`src/design/ttgm_pkg.sv`:
```
// Package: shared types and constants of the event gating and marker block
package ttgm_pkg;

    localparam int unsigned CHAN_W          = 4;
    localparam int unsigned TIME_W          = 12;
    localparam int unsigned NSYNC_W         = 16;
    localparam int unsigned NUM_MARKERS     = 3;
    localparam int unsigned REC_W           = 32;
    localparam int unsigned FIFO_DEPTH      = 16;
    localparam int unsigned FIFO_AW         = 4;
    // Documented record capacity of the downstream record buffer
    localparam int unsigned REC_BUF_RECORDS = 262144;
    localparam int unsigned BASE_RES_PS     = 4;
    localparam int unsigned MAX_BIN_PS      = 512;
    localparam int unsigned HIST_BINS       = 65536;
    localparam int unsigned BIN_SEL_W       = 3;
    localparam logic [2:0]  BIN_SEL_MAX     = 3'h7;
    localparam int unsigned SYNC_DIV        = 8;
    localparam int unsigned SYNC_DIV_W      = 3;
    localparam logic [3:0]  CHAN_SPECIAL    = 4'hf;
    localparam logic [11:0] TIME_OVERFLOW   = 12'h000;
    localparam logic [15:0] NSYNC_RST       = 16'h0000;

    typedef enum logic [1:0] {
        TTGM_MODE_HIST,
        TTGM_MODE_ABS_TAG,
        TTGM_MODE_SYNC_REL_TAG
    } ttgm_mode_t;

    typedef struct packed {
        logic [3:0]  chan;
        logic [11:0] dtime;
        logic [15:0] nsync;
    } ttgm_rec_t;

    typedef struct packed {
        logic        valid;
        logic [3:0]  chan;
        logic [11:0] dtime;
    } ttgm_photon_t;

endpackage

```
`src/design/ttgm_fifo.sv`:
```
// Small record FIFO with valid/ready on both sides
`timescale 1ns/1ps
`default_nettype none
module ttgm_fifo #(
    parameter int unsigned WIDTH = 32,
    parameter int unsigned DEPTH = 16,
    parameter int unsigned AW    = 4
) (
    input  wire logic             clk,
    input  wire logic             rst,
    input  wire logic             ce,
    input  wire logic             in_valid,
    output logic                  in_ready,
    input  wire logic [WIDTH-1:0] in_data,
    output logic                  out_valid,
    input  wire logic             out_ready,
    output logic      [WIDTH-1:0] out_data
);
    logic [WIDTH-1:0] mem [DEPTH];
    logic [AW-1:0]    wp_r;
    logic [AW-1:0]    rp_r;
    logic [AW:0]      cnt_r;
    logic [WIDTH-1:0] dout_r;
    logic             dval_r;

    wire logic full    = (cnt_r == (AW+1)'(DEPTH));
    wire logic empty   = (cnt_r == '0);
    // Output register refills when empty or being consumed
    wire logic load    = !empty && (!dval_r || out_ready);
    wire logic wr      = in_valid && !full;

    assign in_ready  = !full;
    assign out_valid = dval_r;
    assign out_data  = dout_r;

    always_ff @(posedge clk) begin
        if (ce && wr) begin
            mem[wp_r] <= in_data;
        end
    end

    always_ff @(posedge clk) begin
        if (rst) begin
            wp_r   <= '0;
            rp_r   <= '0;
            cnt_r  <= '0;
            dout_r <= '0;
            dval_r <= 1'b0;
        end else if (ce) begin
            if (wr) begin
                wp_r <= wp_r + 1'b1;
            end
            if (load) begin
                dout_r <= mem[rp_r];
                rp_r   <= rp_r + 1'b1;
                dval_r <= 1'b1;
            end else if (out_ready) begin
                dval_r <= 1'b0;
            end
            cnt_r <= cnt_r + (AW+1)'(wr) - (AW+1)'(load);
        end
    end
endmodule
`default_nettype wire

```
`src/design/ttgm_top.sv`:
```
// Top: count gating, marker capture and record arbitration
`timescale 1ns/1ps
`default_nettype none
module ttgm_top
    import ttgm_pkg::*;
(
    input  wire logic                    CORE_CLK,
    input  wire logic                    RST,
    input  wire logic                    CE,
    input  wire ttgm_pkg::ttgm_mode_t    MODE,
    input  wire logic                    MEAS_START,
    input  wire logic                    MEAS_STOP,
    input  wire logic                    MARKER_FALLING,
    input  wire logic [2:0]              BIN_SEL,
    input  wire logic                    SYNC_DIV_EN,
    input  wire logic                    SYNC_IN,
    input  wire logic                    COUNT_ENABLE,
    input  wire logic [2:0]              MARKER_IN,
    input  wire ttgm_pkg::ttgm_photon_t  PHOTON,
    output logic                         REC_VALID,
    input  wire logic                    REC_READY,
    output ttgm_pkg::ttgm_rec_t          REC_DATA,
    output logic                         MEAS_ACTIVE,
    output logic                         PHOTON_DROP,
    output logic                         HIST_VALID,
    output logic [15:0]                  HIST_BIN,
    output logic                         BIN_SEL_ERR
);
    import ttgm_pkg::*;

    logic        en_s1_r;
    logic        en_s2_r;
    logic [2:0]  mk_s1_r;
    logic [2:0]  mk_s2_r;
    logic [2:0]  mk_s3_r;
    logic        sync_s1_r;
    logic        sync_s2_r;
    logic        sync_s3_r;
    logic [2:0]  div_r;
    logic [15:0] nsync_r;
    logic        active_r;
    logic        rec_val_r;
    ttgm_rec_t   rec_r;
    logic        drop_r;
    logic        hist_val_r;
    logic [15:0] hist_bin_r;
    logic        bin_err_r;
    logic [2:0]  mk_pend_r;
    logic        ovf_pend_r;
    logic        out_valid;
    ttgm_rec_t   out_data;
    logic        fifo_ready;
    logic [2:0]  mk_pend_nxt;

    // Pads are pulled: COUNT_ENABLE defaults high, markers default low, so open pins stay benign
    wire logic       tag_mode   = (MODE == TTGM_MODE_ABS_TAG) || (MODE == TTGM_MODE_SYNC_REL_TAG);
    wire logic       gate_open  = en_s2_r;
    wire logic       photon_ok  = PHOTON.valid && gate_open && active_r;
    wire logic [2:0] mk_edge    = MARKER_FALLING ? (mk_s3_r & ~mk_s2_r) : (mk_s2_r & ~mk_s3_r);
    wire logic [2:0] mk_new     = (tag_mode && active_r) ? mk_edge : 3'h0;
    wire logic [2:0] mk_all     = mk_pend_r | mk_new;
    wire logic       sync_edge  = sync_s2_r && !sync_s3_r;
    wire logic       sync_tick  = sync_edge && (!SYNC_DIV_EN || (div_r == 3'(SYNC_DIV - 1)));
    wire logic       nsync_wrap = sync_tick && (nsync_r == 16'hffff);
    wire logic       send_mk    = (mk_all != 3'h0) && fifo_ready;
    wire logic       send_ovf   = !send_mk && (ovf_pend_r || nsync_wrap) && fifo_ready;
    wire logic       send_ph    = photon_ok && tag_mode && fifo_ready && !send_mk && !send_ovf;
    wire logic       lose_ph    = photon_ok && tag_mode && !send_ph;
    wire logic       wr_valid   = send_mk || send_ovf || send_ph;
    // Absolute mode carries the raw 4 ps time field; sync-relative mode coarsens by the bin select
    wire logic [11:0] ph_time   = (MODE == TTGM_MODE_SYNC_REL_TAG) ? (PHOTON.dtime >> BIN_SEL) : PHOTON.dtime;
    wire logic [11:0] mk_time   = {9'h000, mk_all};
    wire ttgm_rec_t   mk_rec    = '{chan: CHAN_SPECIAL, dtime: mk_time, nsync: nsync_r};
    wire ttgm_rec_t   ovf_rec   = '{chan: CHAN_SPECIAL, dtime: TIME_OVERFLOW, nsync: nsync_r};
    wire ttgm_rec_t   ph_rec    = '{chan: PHOTON.chan, dtime: ph_time, nsync: nsync_r};
    wire ttgm_rec_t   wr_rec    = send_mk ? mk_rec : (send_ovf ? ovf_rec : ph_rec);
    // A 16-bit histogram index at 4..512 ps steps covers the full bin range
    wire logic [15:0] hist_idx  = 16'({PHOTON.chan, PHOTON.dtime} >> BIN_SEL);

    assign mk_pend_nxt = send_mk ? 3'h0 : mk_all;

    always_ff @(posedge CORE_CLK) begin
        if (RST) begin
            en_s1_r   <= 1'b1;
            en_s2_r   <= 1'b1;
            mk_s1_r   <= 3'h0;
            mk_s2_r   <= 3'h0;
            mk_s3_r   <= 3'h0;
            sync_s1_r <= 1'b0;
            sync_s2_r <= 1'b0;
            sync_s3_r <= 1'b0;
        end else if (CE) begin
            en_s1_r   <= COUNT_ENABLE;
            en_s2_r   <= en_s1_r;
            mk_s1_r   <= MARKER_IN;
            mk_s2_r   <= mk_s1_r;
            mk_s3_r   <= mk_s2_r;
            sync_s1_r <= SYNC_IN;
            sync_s2_r <= sync_s1_r;
            sync_s3_r <= sync_s2_r;
        end
    end

    always_ff @(posedge CORE_CLK) begin
        if (RST) begin
            active_r <= 1'b0;
        end else if (CE) begin
            if (MEAS_STOP) begin
                active_r <= 1'b0;
            end else if (MEAS_START) begin
                active_r <= 1'b1;
            end
        end
    end

    always_ff @(posedge CORE_CLK) begin
        if (RST) begin
            div_r   <= 3'h0;
            nsync_r <= NSYNC_RST;
        end else if (CE) begin
            // Idle clear obeys CE too, so a frozen block keeps its sync count
            if (!active_r) begin
                div_r   <= 3'h0;
                nsync_r <= NSYNC_RST;
            end else if (sync_edge) begin
                div_r <= div_r + 3'h1;
                if (sync_tick) begin
                    nsync_r <= nsync_r + 16'h0001;
                end
            end
        end
    end

    // Marker and overflow requests wait here while the FIFO is full, so none is lost
    always_ff @(posedge CORE_CLK) begin
        if (RST) begin
            mk_pend_r  <= 3'h0;
            ovf_pend_r <= 1'b0;
        end else if (CE) begin
            mk_pend_r <= mk_pend_nxt;
            if (send_ovf) begin
                ovf_pend_r <= 1'b0;
            end else if (nsync_wrap) begin
                ovf_pend_r <= 1'b1;
            end
        end
    end

    always_ff @(posedge CORE_CLK) begin
        if (RST) begin
            drop_r     <= 1'b0;
            hist_val_r <= 1'b0;
            hist_bin_r <= 16'h0000;
            bin_err_r  <= 1'b0;
        end else if (CE) begin
            drop_r     <= lose_ph;
            hist_val_r <= photon_ok && (MODE == TTGM_MODE_HIST);
            hist_bin_r <= hist_idx;
            bin_err_r  <= (BIN_SEL > BIN_SEL_MAX);
        end
    end

    always_ff @(posedge CORE_CLK) begin
        if (RST) begin
            rec_val_r <= 1'b0;
            rec_r     <= '0;
        end else if (CE) begin
            if (!rec_val_r || REC_READY) begin
                rec_val_r <= out_valid;
                rec_r     <= out_data;
            end
        end
    end

    // Short staging FIFO; the deep record buffer lives behind REC_* downstream
    ttgm_fifo #(
        .WIDTH (REC_W),
        .DEPTH (FIFO_DEPTH),
        .AW    (FIFO_AW)
    ) u_fifo (
        .clk       (CORE_CLK),
        .rst       (RST),
        .ce        (CE),
        .in_valid  (wr_valid),
        .in_ready  (fifo_ready),
        .in_data   (wr_rec),
        .out_valid (out_valid),
        .out_ready (!rec_val_r || REC_READY),
        .out_data  (out_data)
    );

    assign REC_VALID   = rec_val_r;
    assign REC_DATA    = rec_r;
    assign MEAS_ACTIVE = active_r;
    assign PHOTON_DROP = drop_r;
    assign HIST_VALID  = hist_val_r;
    assign HIST_BIN    = hist_bin_r;
    assign BIN_SEL_ERR = bin_err_r;
endmodule
`default_nettype wire

```
`config.mk`:
```
export PLATFORM = sky130hd
export DESIGN_NAME = ttgm_top
export DESIGN_NICKNAME = d
export VERILOG_FILES = /design/src/design/ttgm_pkg.sv /design/src/design/ttgm_fifo.sv /design/src/design/ttgm_top.sv
export SDC_FILE = /design/constraint.sdc
export NUM_CORES = 1
export LEC_CHECK = 0
export BUFFER_PORTS_ARGS = -buffer_cell sky130_fd_sc_hd__buf_2
export CAP_MARGIN = 20
export CORE_MARGIN = 5
export CORE_UTILIZATION = 60
export CTS_CLUSTER_SIZE = 30
export DETAILED_ROUTE_END_ITERATION = 8
export GPL_ROUTABILITY_DRIVEN = 1
export PLACE_DENSITY = 0.85
export SYNTH_ARGS = -nofsm -noshare
export SYNTH_HDL_FRONTEND = slang
export SYNTH_SLANG_ARGS = --single-unit
```
`constraint.sdc`:
```
create_clock -name CORE_CLK -period 6.25 [get_ports CORE_CLK]
set_clock_uncertainty 0.05 [all_clocks]
set_input_delay 0.625 -clock CORE_CLK [delete_from_list [all_inputs] [get_ports CORE_CLK]]
set_output_delay 0.625 -clock CORE_CLK [all_outputs]
set_load 0.005 [all_outputs]
```
Word level (Yosys, flattened, before mapping):

Memory sizes are Yosys's and may differ from the RTL's. A register that Yosys moved wholly into a read port is not among the register bits.
Index checks and enable logic that the tools add are counted.

* add/subtract/negate cells: 6
* reductions and logical operators: 48
* mux-type cells: 19
* shifts and indexed selects: 2
* eq/ne operators: 7
* $lt $le $gt $ge: 1
* bitwise operators: 5

Operator list (number)
* $mux 32: 2
* $mux 16: 3
* $logic_and 1x1->1: 18
* $add 16x1->16 const B: 1
* $eq 16x16->1 const B: 1
* $shr 16x3->16: 1
* $mux 3: 5
* $reduce_and 2->1: 7
* $mux 12: 1
* $shr 12x3->12: 1
* $logic_not 1->1: 9
* $add 4x1->4 const B: 2
* $mux 1: 8
* $logic_or 1x1->1: 7
* $and 3x3->3: 2
* $not 3->3: 2
* $reduce_bool 2->1: 3
* $add 5x1->5: 1
* $eq 5x5->1 const B: 1
* $logic_not 5->1: 1
* $sub 5x1->5: 1
* $ne 2x1->1 const B: 2
* $add 3x1->3 const B: 1
* $eq 3x3->1 const B: 1
* 7 further kinds: 7

* output and inout port bits: 53
* RAM bits: 512
* memories kept: 1
* register bits: 104
* word-level logic and storage cells: 114
* input port bits: 35

Memories
* u_fifo.mem: words 16, bits a word 32, read ports 1, clocked after Yosys merged registers in 1, write ports 1, line ttgm_fifo.sv:19 `logic [WIDTH-1:0] mem [DEPTH];`

Depth between registers and ports, before layout:

* word-level depth: 17
* depth in mapped cells: 15
* mapped depth without buffers: 15

Hierarchy:

A second synthesis with hierarchy kept.

* cells, all modules: 1486
* area total of the unflattened synthesis: 25569.5 µm²

By module, submodules not included
* ttgm_fifo: area each 21219.1 µm², cells each 966, times used 1, sequential area each 16295.6 µm²
* ttgm_top: area each 4350.4 µm², cells each 520, times used 1, sequential area each 1801.7 µm²

Least setup slack after synthesis:

OpenSTA, ideal clock, no wires.

* path type: in2reg
* start: input port MODE[0]
* end: memory u_fifo.mem[0][0], enable pin
* setup slack: 1775 ps
* data arrival time: 3964 ps
* cell stages on the path: 8
* path buffers: 0
* data required time: 5739 ps
* setup time: 461 ps
* path through: inv_1 > ha_1 > nand2_1 > a21oi_2 > nor4_4 > a31oi_4 > nand2_1 > nor3_1

* cells in the longest elaborated chain, start to end: 17
* elaborated cells on any way between the ends: 22
* those cells by class: 2 x eq/ne; 3 x mux; 1 x bitwise; 16 x reduce/logical

RTL lines
* start: declaration: line ttgm_top.sv:10 `input wire ttgm_pkg::ttgm_mode_t MODE,`
* $eq 2x1->1 / $eq 2x2->1 (equally long branches): line ttgm_top.sv:56 `wire logic tag_mode = (MODE == TTGM_MODE_ABS_TAG) || (MODE == TTGM_MODE_SYNC_REL_TAG);`
* $logic_or 1x1->1 (*): line ttgm_top.sv:56
* $logic_and 1x1->1: line ttgm_top.sv:60 `wire logic [2:0] mk_new = (tag_mode && active_r) ? mk_edge : 3'h0;`
* $mux 3: line ttgm_top.sv:60
* $or 3x3->3: line ttgm_top.sv:61 `wire logic [2:0] mk_all = mk_pend_r | mk_new;`
* $reduce_bool 3->1: line ttgm_top.sv:65 `wire logic send_mk = (mk_all != 3'h0) && fifo_ready;`
* $logic_and 1x1->1: line ttgm_top.sv:65
* $logic_not 1->1: line ttgm_top.sv:66, ttgm_top.sv:67
* $logic_and 1x1->1 (2 in series): line ttgm_top.sv:66 `wire logic send_ovf = !send_mk && (ovf_pend_r || nsync_wrap) && fifo_ready;`
* $logic_not 1->1: line ttgm_top.sv:67 `wire logic send_ph = photon_ok && tag_mode && fifo_ready && !send_mk && !send_ovf;`
* $logic_and 1x1->1: line ttgm_top.sv:67
* $logic_or 1x1->1 (*): line ttgm_top.sv:69 `wire logic wr_valid = send_mk || send_ovf || send_ph;`
* $logic_and 1x1->1 (*): line ttgm_fifo.sv:30 `wire logic wr = in_valid && !full;`
* $logic_and 1x1->1 (*): line ttgm_fifo.sv:37 `if (ce && wr) begin`
* $mux 1 (*): line ttgm_fifo.sv:37
* $mux 1 (not written as such) (*): line ttgm_fifo.sv:38 `mem[wp_r] <= in_data;`
* end: declaration: line ttgm_fifo.sv:19

Every way passes the cells marked *; elsewhere a longest branch is shown, timed or not.

Worst setup path in the final report:

* start: register nsync_r[6]
* end: memory u_fifo.mem[2][20], enable pin

* cells in the longest elaborated chain, start to end: 12
* elaborated cells on any way between the ends: 13
* those cells by class: 1 x eq/ne; 2 x mux; 10 x reduce/logical

RTL lines
* start: declaration: line ttgm_top.sv:40 `logic [15:0] nsync_r;`
* start signal: assignment: line ttgm_top.sv:128 `nsync_r <= nsync_r + 16'h0001;`
* $eq 16x16->1 (*): line ttgm_top.sv:64 `wire logic nsync_wrap = sync_tick && (nsync_r == 16'hffff);`
* $logic_and 1x1->1 (*): line ttgm_top.sv:64
* $logic_or 1x1->1 (*): line ttgm_top.sv:66
* $logic_and 1x1->1 (*) (2 in series): line ttgm_top.sv:66
* $logic_not 1->1: line ttgm_top.sv:67
* $logic_and 1x1->1: line ttgm_top.sv:67
* $logic_or 1x1->1 (*): line ttgm_top.sv:69
* $logic_and 1x1->1 (*): line ttgm_fifo.sv:30
* $logic_and 1x1->1 (*): line ttgm_fifo.sv:37
* $mux 1 (*): line ttgm_fifo.sv:37
* $mux 1 (not written as such) (*): line ttgm_fifo.sv:38

Marks and branches as above.

==> reports/results.txt <==
The run finished with clean final reports. The later pin in the worst-skew pair is clocked with a latency of 0.63 ns. The critical path data arrival time is 4.28 ns.

For the instance count of the mapped netlist, the log shows 1478. The highest ir drop seen on vdd is 0.0003106 V, and the maximum level of the CTS H-tree is 2. The endpoint with the worst hold slack is MEAS_ACTIVE.

The tools report the final core utilization as 0.6830. The worst reg2reg path depth is 7, and the sum of overflow across all layers after global routing is 0. The area growth from synthesis to layout is 12.72%. Synthesized-area fraction occupied by adder cells: 0.008683. The tools report the initial antenna violation count as 0. The synthesized-area fraction occupied by and/or/nand/nor cells is 0.05713, and the required time reported for the critical path endpoint is 6.44 ns. The die covers 0.04648 mm^2. The logs give 1530 for the total nets after synthesis and 2.16 ns for the flop-to-flop setup slack. The smallest clock period supported by the final layout is computed as 4.091 ns. TritonCTS built the clock tree. Summed over all layers, the routed wires come to 62540 um. Setup total negative slack on the finished layout was measured at 0 ns. Post-CTS timing repair inserted 0 buffers for setup. The setup path with the least slack is of type reg -> reg. The worst register-to-register path begins at nsync_r[6]. Among cell families on the critical path, the largest total delay comes from simple AND/OR/NAND/NOR gates.

In this run the remaining antenna-violating nets after routing total 0. Share of async-settable or async-resettable flops after synthesis: 0. After synthesis the netlist holds a flip-flop and latch count of 648.

The number of DRC violations after detailed routing was 0; the die width was 215.6 um. The cell type with the highest occurrence count on the critical path was nor3_2. The cell area power density works out to 362.5 mW/mm^2. The mean cell area of the mapped netlist is 17.16 um^2.

The worst hold path belongs to the class in -> reg. For this run, the number of Yosys warnings is 0. In this run, post-CTS hold repair placed 0 buffers. The most frequent standard cell in the layout excluding fill and tap cells was edfxtp_1.

The CTS root buffer was clkbuf_16. The type of element capturing the critical path is a register. The logs give 0 for the number of max-slew violations in the final report and 88 for the top-level port count.

The netlist uses 52 different library cells. The clock drives 648 sinks. The largest net degree at the start of global routing is 94. The top fanout value on the critical path was 27; the highest attainable clock frequency was 244.4 MHz.

The floorplan core area came out at 0.04185 mm^2. The count of routing violations after the opening detailed-route iteration was 2131; the antenna diode instance count was 0. The worst hold path was traced through 2 stages. The share of the synthesized area in compound gates (AO/OA/AOI/OAI) was 0.03473. After detailed routing, the average wire length per cell comes to 28.85 um. The tools report the number of global-route vias before repair as 14804. The global-route total usage across every layer was 0.2695; the post-synthesis mux area share was 0.1599. The combinational share of power is 0.160. Summing every instance area after synthesis gives 0.02536 mm^2. In the layout the commonest cells are edfxtp_1 (512), nand2_1 (166), mux4_2 (164), dfxtp_1 (132), a21oi_1 (92). For the part of the power in registers, the log shows 0.476. The slew at the pin closest to its max-slew limit is 1.169 ns, and the first-pass GRT wire length is 93850 um.

Flip-flop and latch area: 0.01811 mm^2. STA classifies the critical path startpoint as a register. The total count of hold-check failures in the final report came out at 0. For this run, the slowest stage of the critical path takes 0.76 ns. The fraction of layout cells with a size suffix above 1 came out at 0.2560.

The cell leakage power is 0.009547 uW, and the maximum count of clock buffers along a single path is 3. The run gives 0.6059 as the starting density of the core. Dominant combinational cell family by area after synthesis: multiplexers. Switching part of the total power: 0.2513. For the placed cell count, the log shows 2049. Counting the buffers created by CTS gives 61. The final net count was 1628. Setup repair after global routing left no endpoint under its margin. The congestion estimate from routability-driven global placement came to 0.8103.

The non-filler instance count after layout was 2168. The tools report the register area share after synthesis as 0.7136. The number of synthesized flops with an enable pin was 512; the total stage count of the critical path was 7. The share of the clock period used by the worst path is 0.6546. Traced cell by cell, the critical path runs through nand4_1, nor3_2, a31oi_1, a31oi_4, nand2_1, nor3_2, buf_4. Clock-pin slew was measured on the worst setup and hold paths at 0.06 ns. The synthesized-area fraction occupied by xor and xnor cells is 0.007943, and the number of detailed-route iterations in the first pass is 5.

The tool flagged a number of max-cap violations equal to 0. The ratio of routed vias to standard cells is 6.600, and the sum of buffers and inverters on the critical path is 1. Buffers placed on the I/O ports in this run total 87. The largest individual stage delay along the critical path comes from the cell dfxtp_1. In this run, post-CTS repair resized a total of 0 instances. The logs give 0.364 for the fraction of power consumed by the clock network and 0 for the count of endpoints failing setup in the final report. The relative slew slack is 0.2204.

Cell internal power was estimated by the tool at 7760 uW. The endpoint of the worst register-to-register path was u_fifo.mem[2][20]. Counting the fill cells in the layout gives 2483. The start point of the worst min-delay path was MEAS_STOP. In this run the power spent charging and discharging nets is 2604 uW.

After legalization and detailed placement, the total HPWL measured 34190 um. The most used flip-flop cell after synthesis is edfxtp_1. The multi-input combinational cells in the finished layout cover a total of 0.006930 mm^2. For this block, the via count after detailed routing is 14309.

Row generation in the floorplan step produced 75 rows. The die outline height was 215.6 um.
[synth_stat cells, types with 2 or more instances]
cell      number  area share
o21ai_1        3     0.00059
buf_2         10      0.0020
a31oi_1        3     0.00074
a22oi_1        2     0.00059
o22ai_1        3     0.00074
edfxtp_1     512        0.61
buf_1          6     0.00089
mux4_2       164        0.15
and3_1         5      0.0012
xor2_1        17      0.0059
clkbuf_1      62      0.0092
inv_1         15      0.0022
and2_1         5      0.0012
nand3b_1       3     0.00089
nand3_1        8      0.0016
and4_1         2     0.00069
nor2b_1        8      0.0020
a21oi_2        3      0.0010
o21ai_0        5     0.00099
nand2b_1       6      0.0015
mux2i_1       34       0.013
o211ai_1       3     0.00089
or3_1          2     0.00049
a21oi_1       93       0.018
or2_2          4     0.00099
dfxtp_1      136        0.11
nand4_1       10      0.0025
inv_2          2     0.00030
buf_4         10      0.0030
a211oi_1      21      0.0062
or3b_1         3      0.0010
nor3_1        11      0.0022
a21o_1         6      0.0018
ha_1          16      0.0079
nor2_1        98       0.015
nand2_1      166       0.025
xnor2_1        6      0.0021
[worst max-delay path by stage]
stage / from / to / slack, ns
detailed placement: nsync_r[6] / u_fifo.mem[2][21] / 2.38
finish: nsync_r[6] / u_fifo.mem[2][20] / 2.16
global route: nsync_r[6] / u_fifo.mem[2][0] / 1.96
global placement: nsync_r[6] / u_fifo.mem[2][21] / 2.51
CTS: nsync_r[6] / u_fifo.mem[2][20] / 2.25
floorplan: MODE[0] / u_fifo.mem[0][0] / 1.78
[metal layers]
metal / global-route usage / routed length (um) / part of all wire
met2: 0.4792 / 33440 / 0.53
met4: 0.1018 / 2412 / 0.039
met3: 0.03882 / 5357 / 0.086
met5: 0 / 0 / 0
met1: 0.3397 / 21330 / 0.34
[sequential cells by signal, summed over array words and instances (netlist names), 3 cells and up]
| signal | flops |
|---|---|
| u_fifo.mem | 512 |
| u_fifo.rp_r | 4 |
| mk_s2_r | 3 |
| u_fifo.cnt_r | 5 |
| div_r | 3 |
| nsync_r | 16 |
| mk_pend_r | 3 |
| mk_s3_r | 3 |
| REC_DATA | 32 |
| mk_s1_r | 3 |
| u_fifo.out_data | 32 |
| u_fifo.wp_r | 4 |
| HIST_BIN | 16 |
[per-stage QoR]
stage	total power, uW	setup slack (ns)	area [um^2]	hold slack, ns
2_1_floorplan	6253	1.775	25360	0.3821
3_3_place_gp	6582	2.505	26510	0.3875
3_5_place_dp	6657	2.381	26510	0.3939
4_1_cts	10400	2.251	28560	0.1327
5_1_grt	10760	1.957	28590	0.1449
6_report	10360	2.159	28590	0.1563
[power groups by stage]
stage                     Combinational (uW)  Clock, uW  Sequential [uW]
after detailed placement                1640          0             5020
after global placement                  1570          0             5020
after global routing                    1790       4020             4950
after floorplan                         1360          0             4890
after CTS                               1670       3800             4930
final                                   1660       3770             4930
[cell type report]
cell class	count	share of cell area
inverter	17	0.002232
multi-input combinational	724	0.2424
clock buffer	79	0.05935
timing repair buffer	124	0.02635
sequential	648	0.6334
tap	539	0.02359
clock inverter	37	0.01265
[kinds of logic after synthesis]
group / Yosys count
adders and majority gates: 17
DFF: 648
xor gates and xnor gates: 23
buffers and inverters: 106
muxes: 200
and+or+nand+nor: 335
AOI/OAI and AO/OA: 149
[worst register-to-register path: cells and delay by family, from the launching register on]
kind / cells / cell delay (ns)
simple gates: 4 / 1.51
compound gates: 2 / 0.78
flops: 1 / 0.76
buf+inv: 1 / 0.60
No activity file was read; power rests on OpenSTA's default activity.
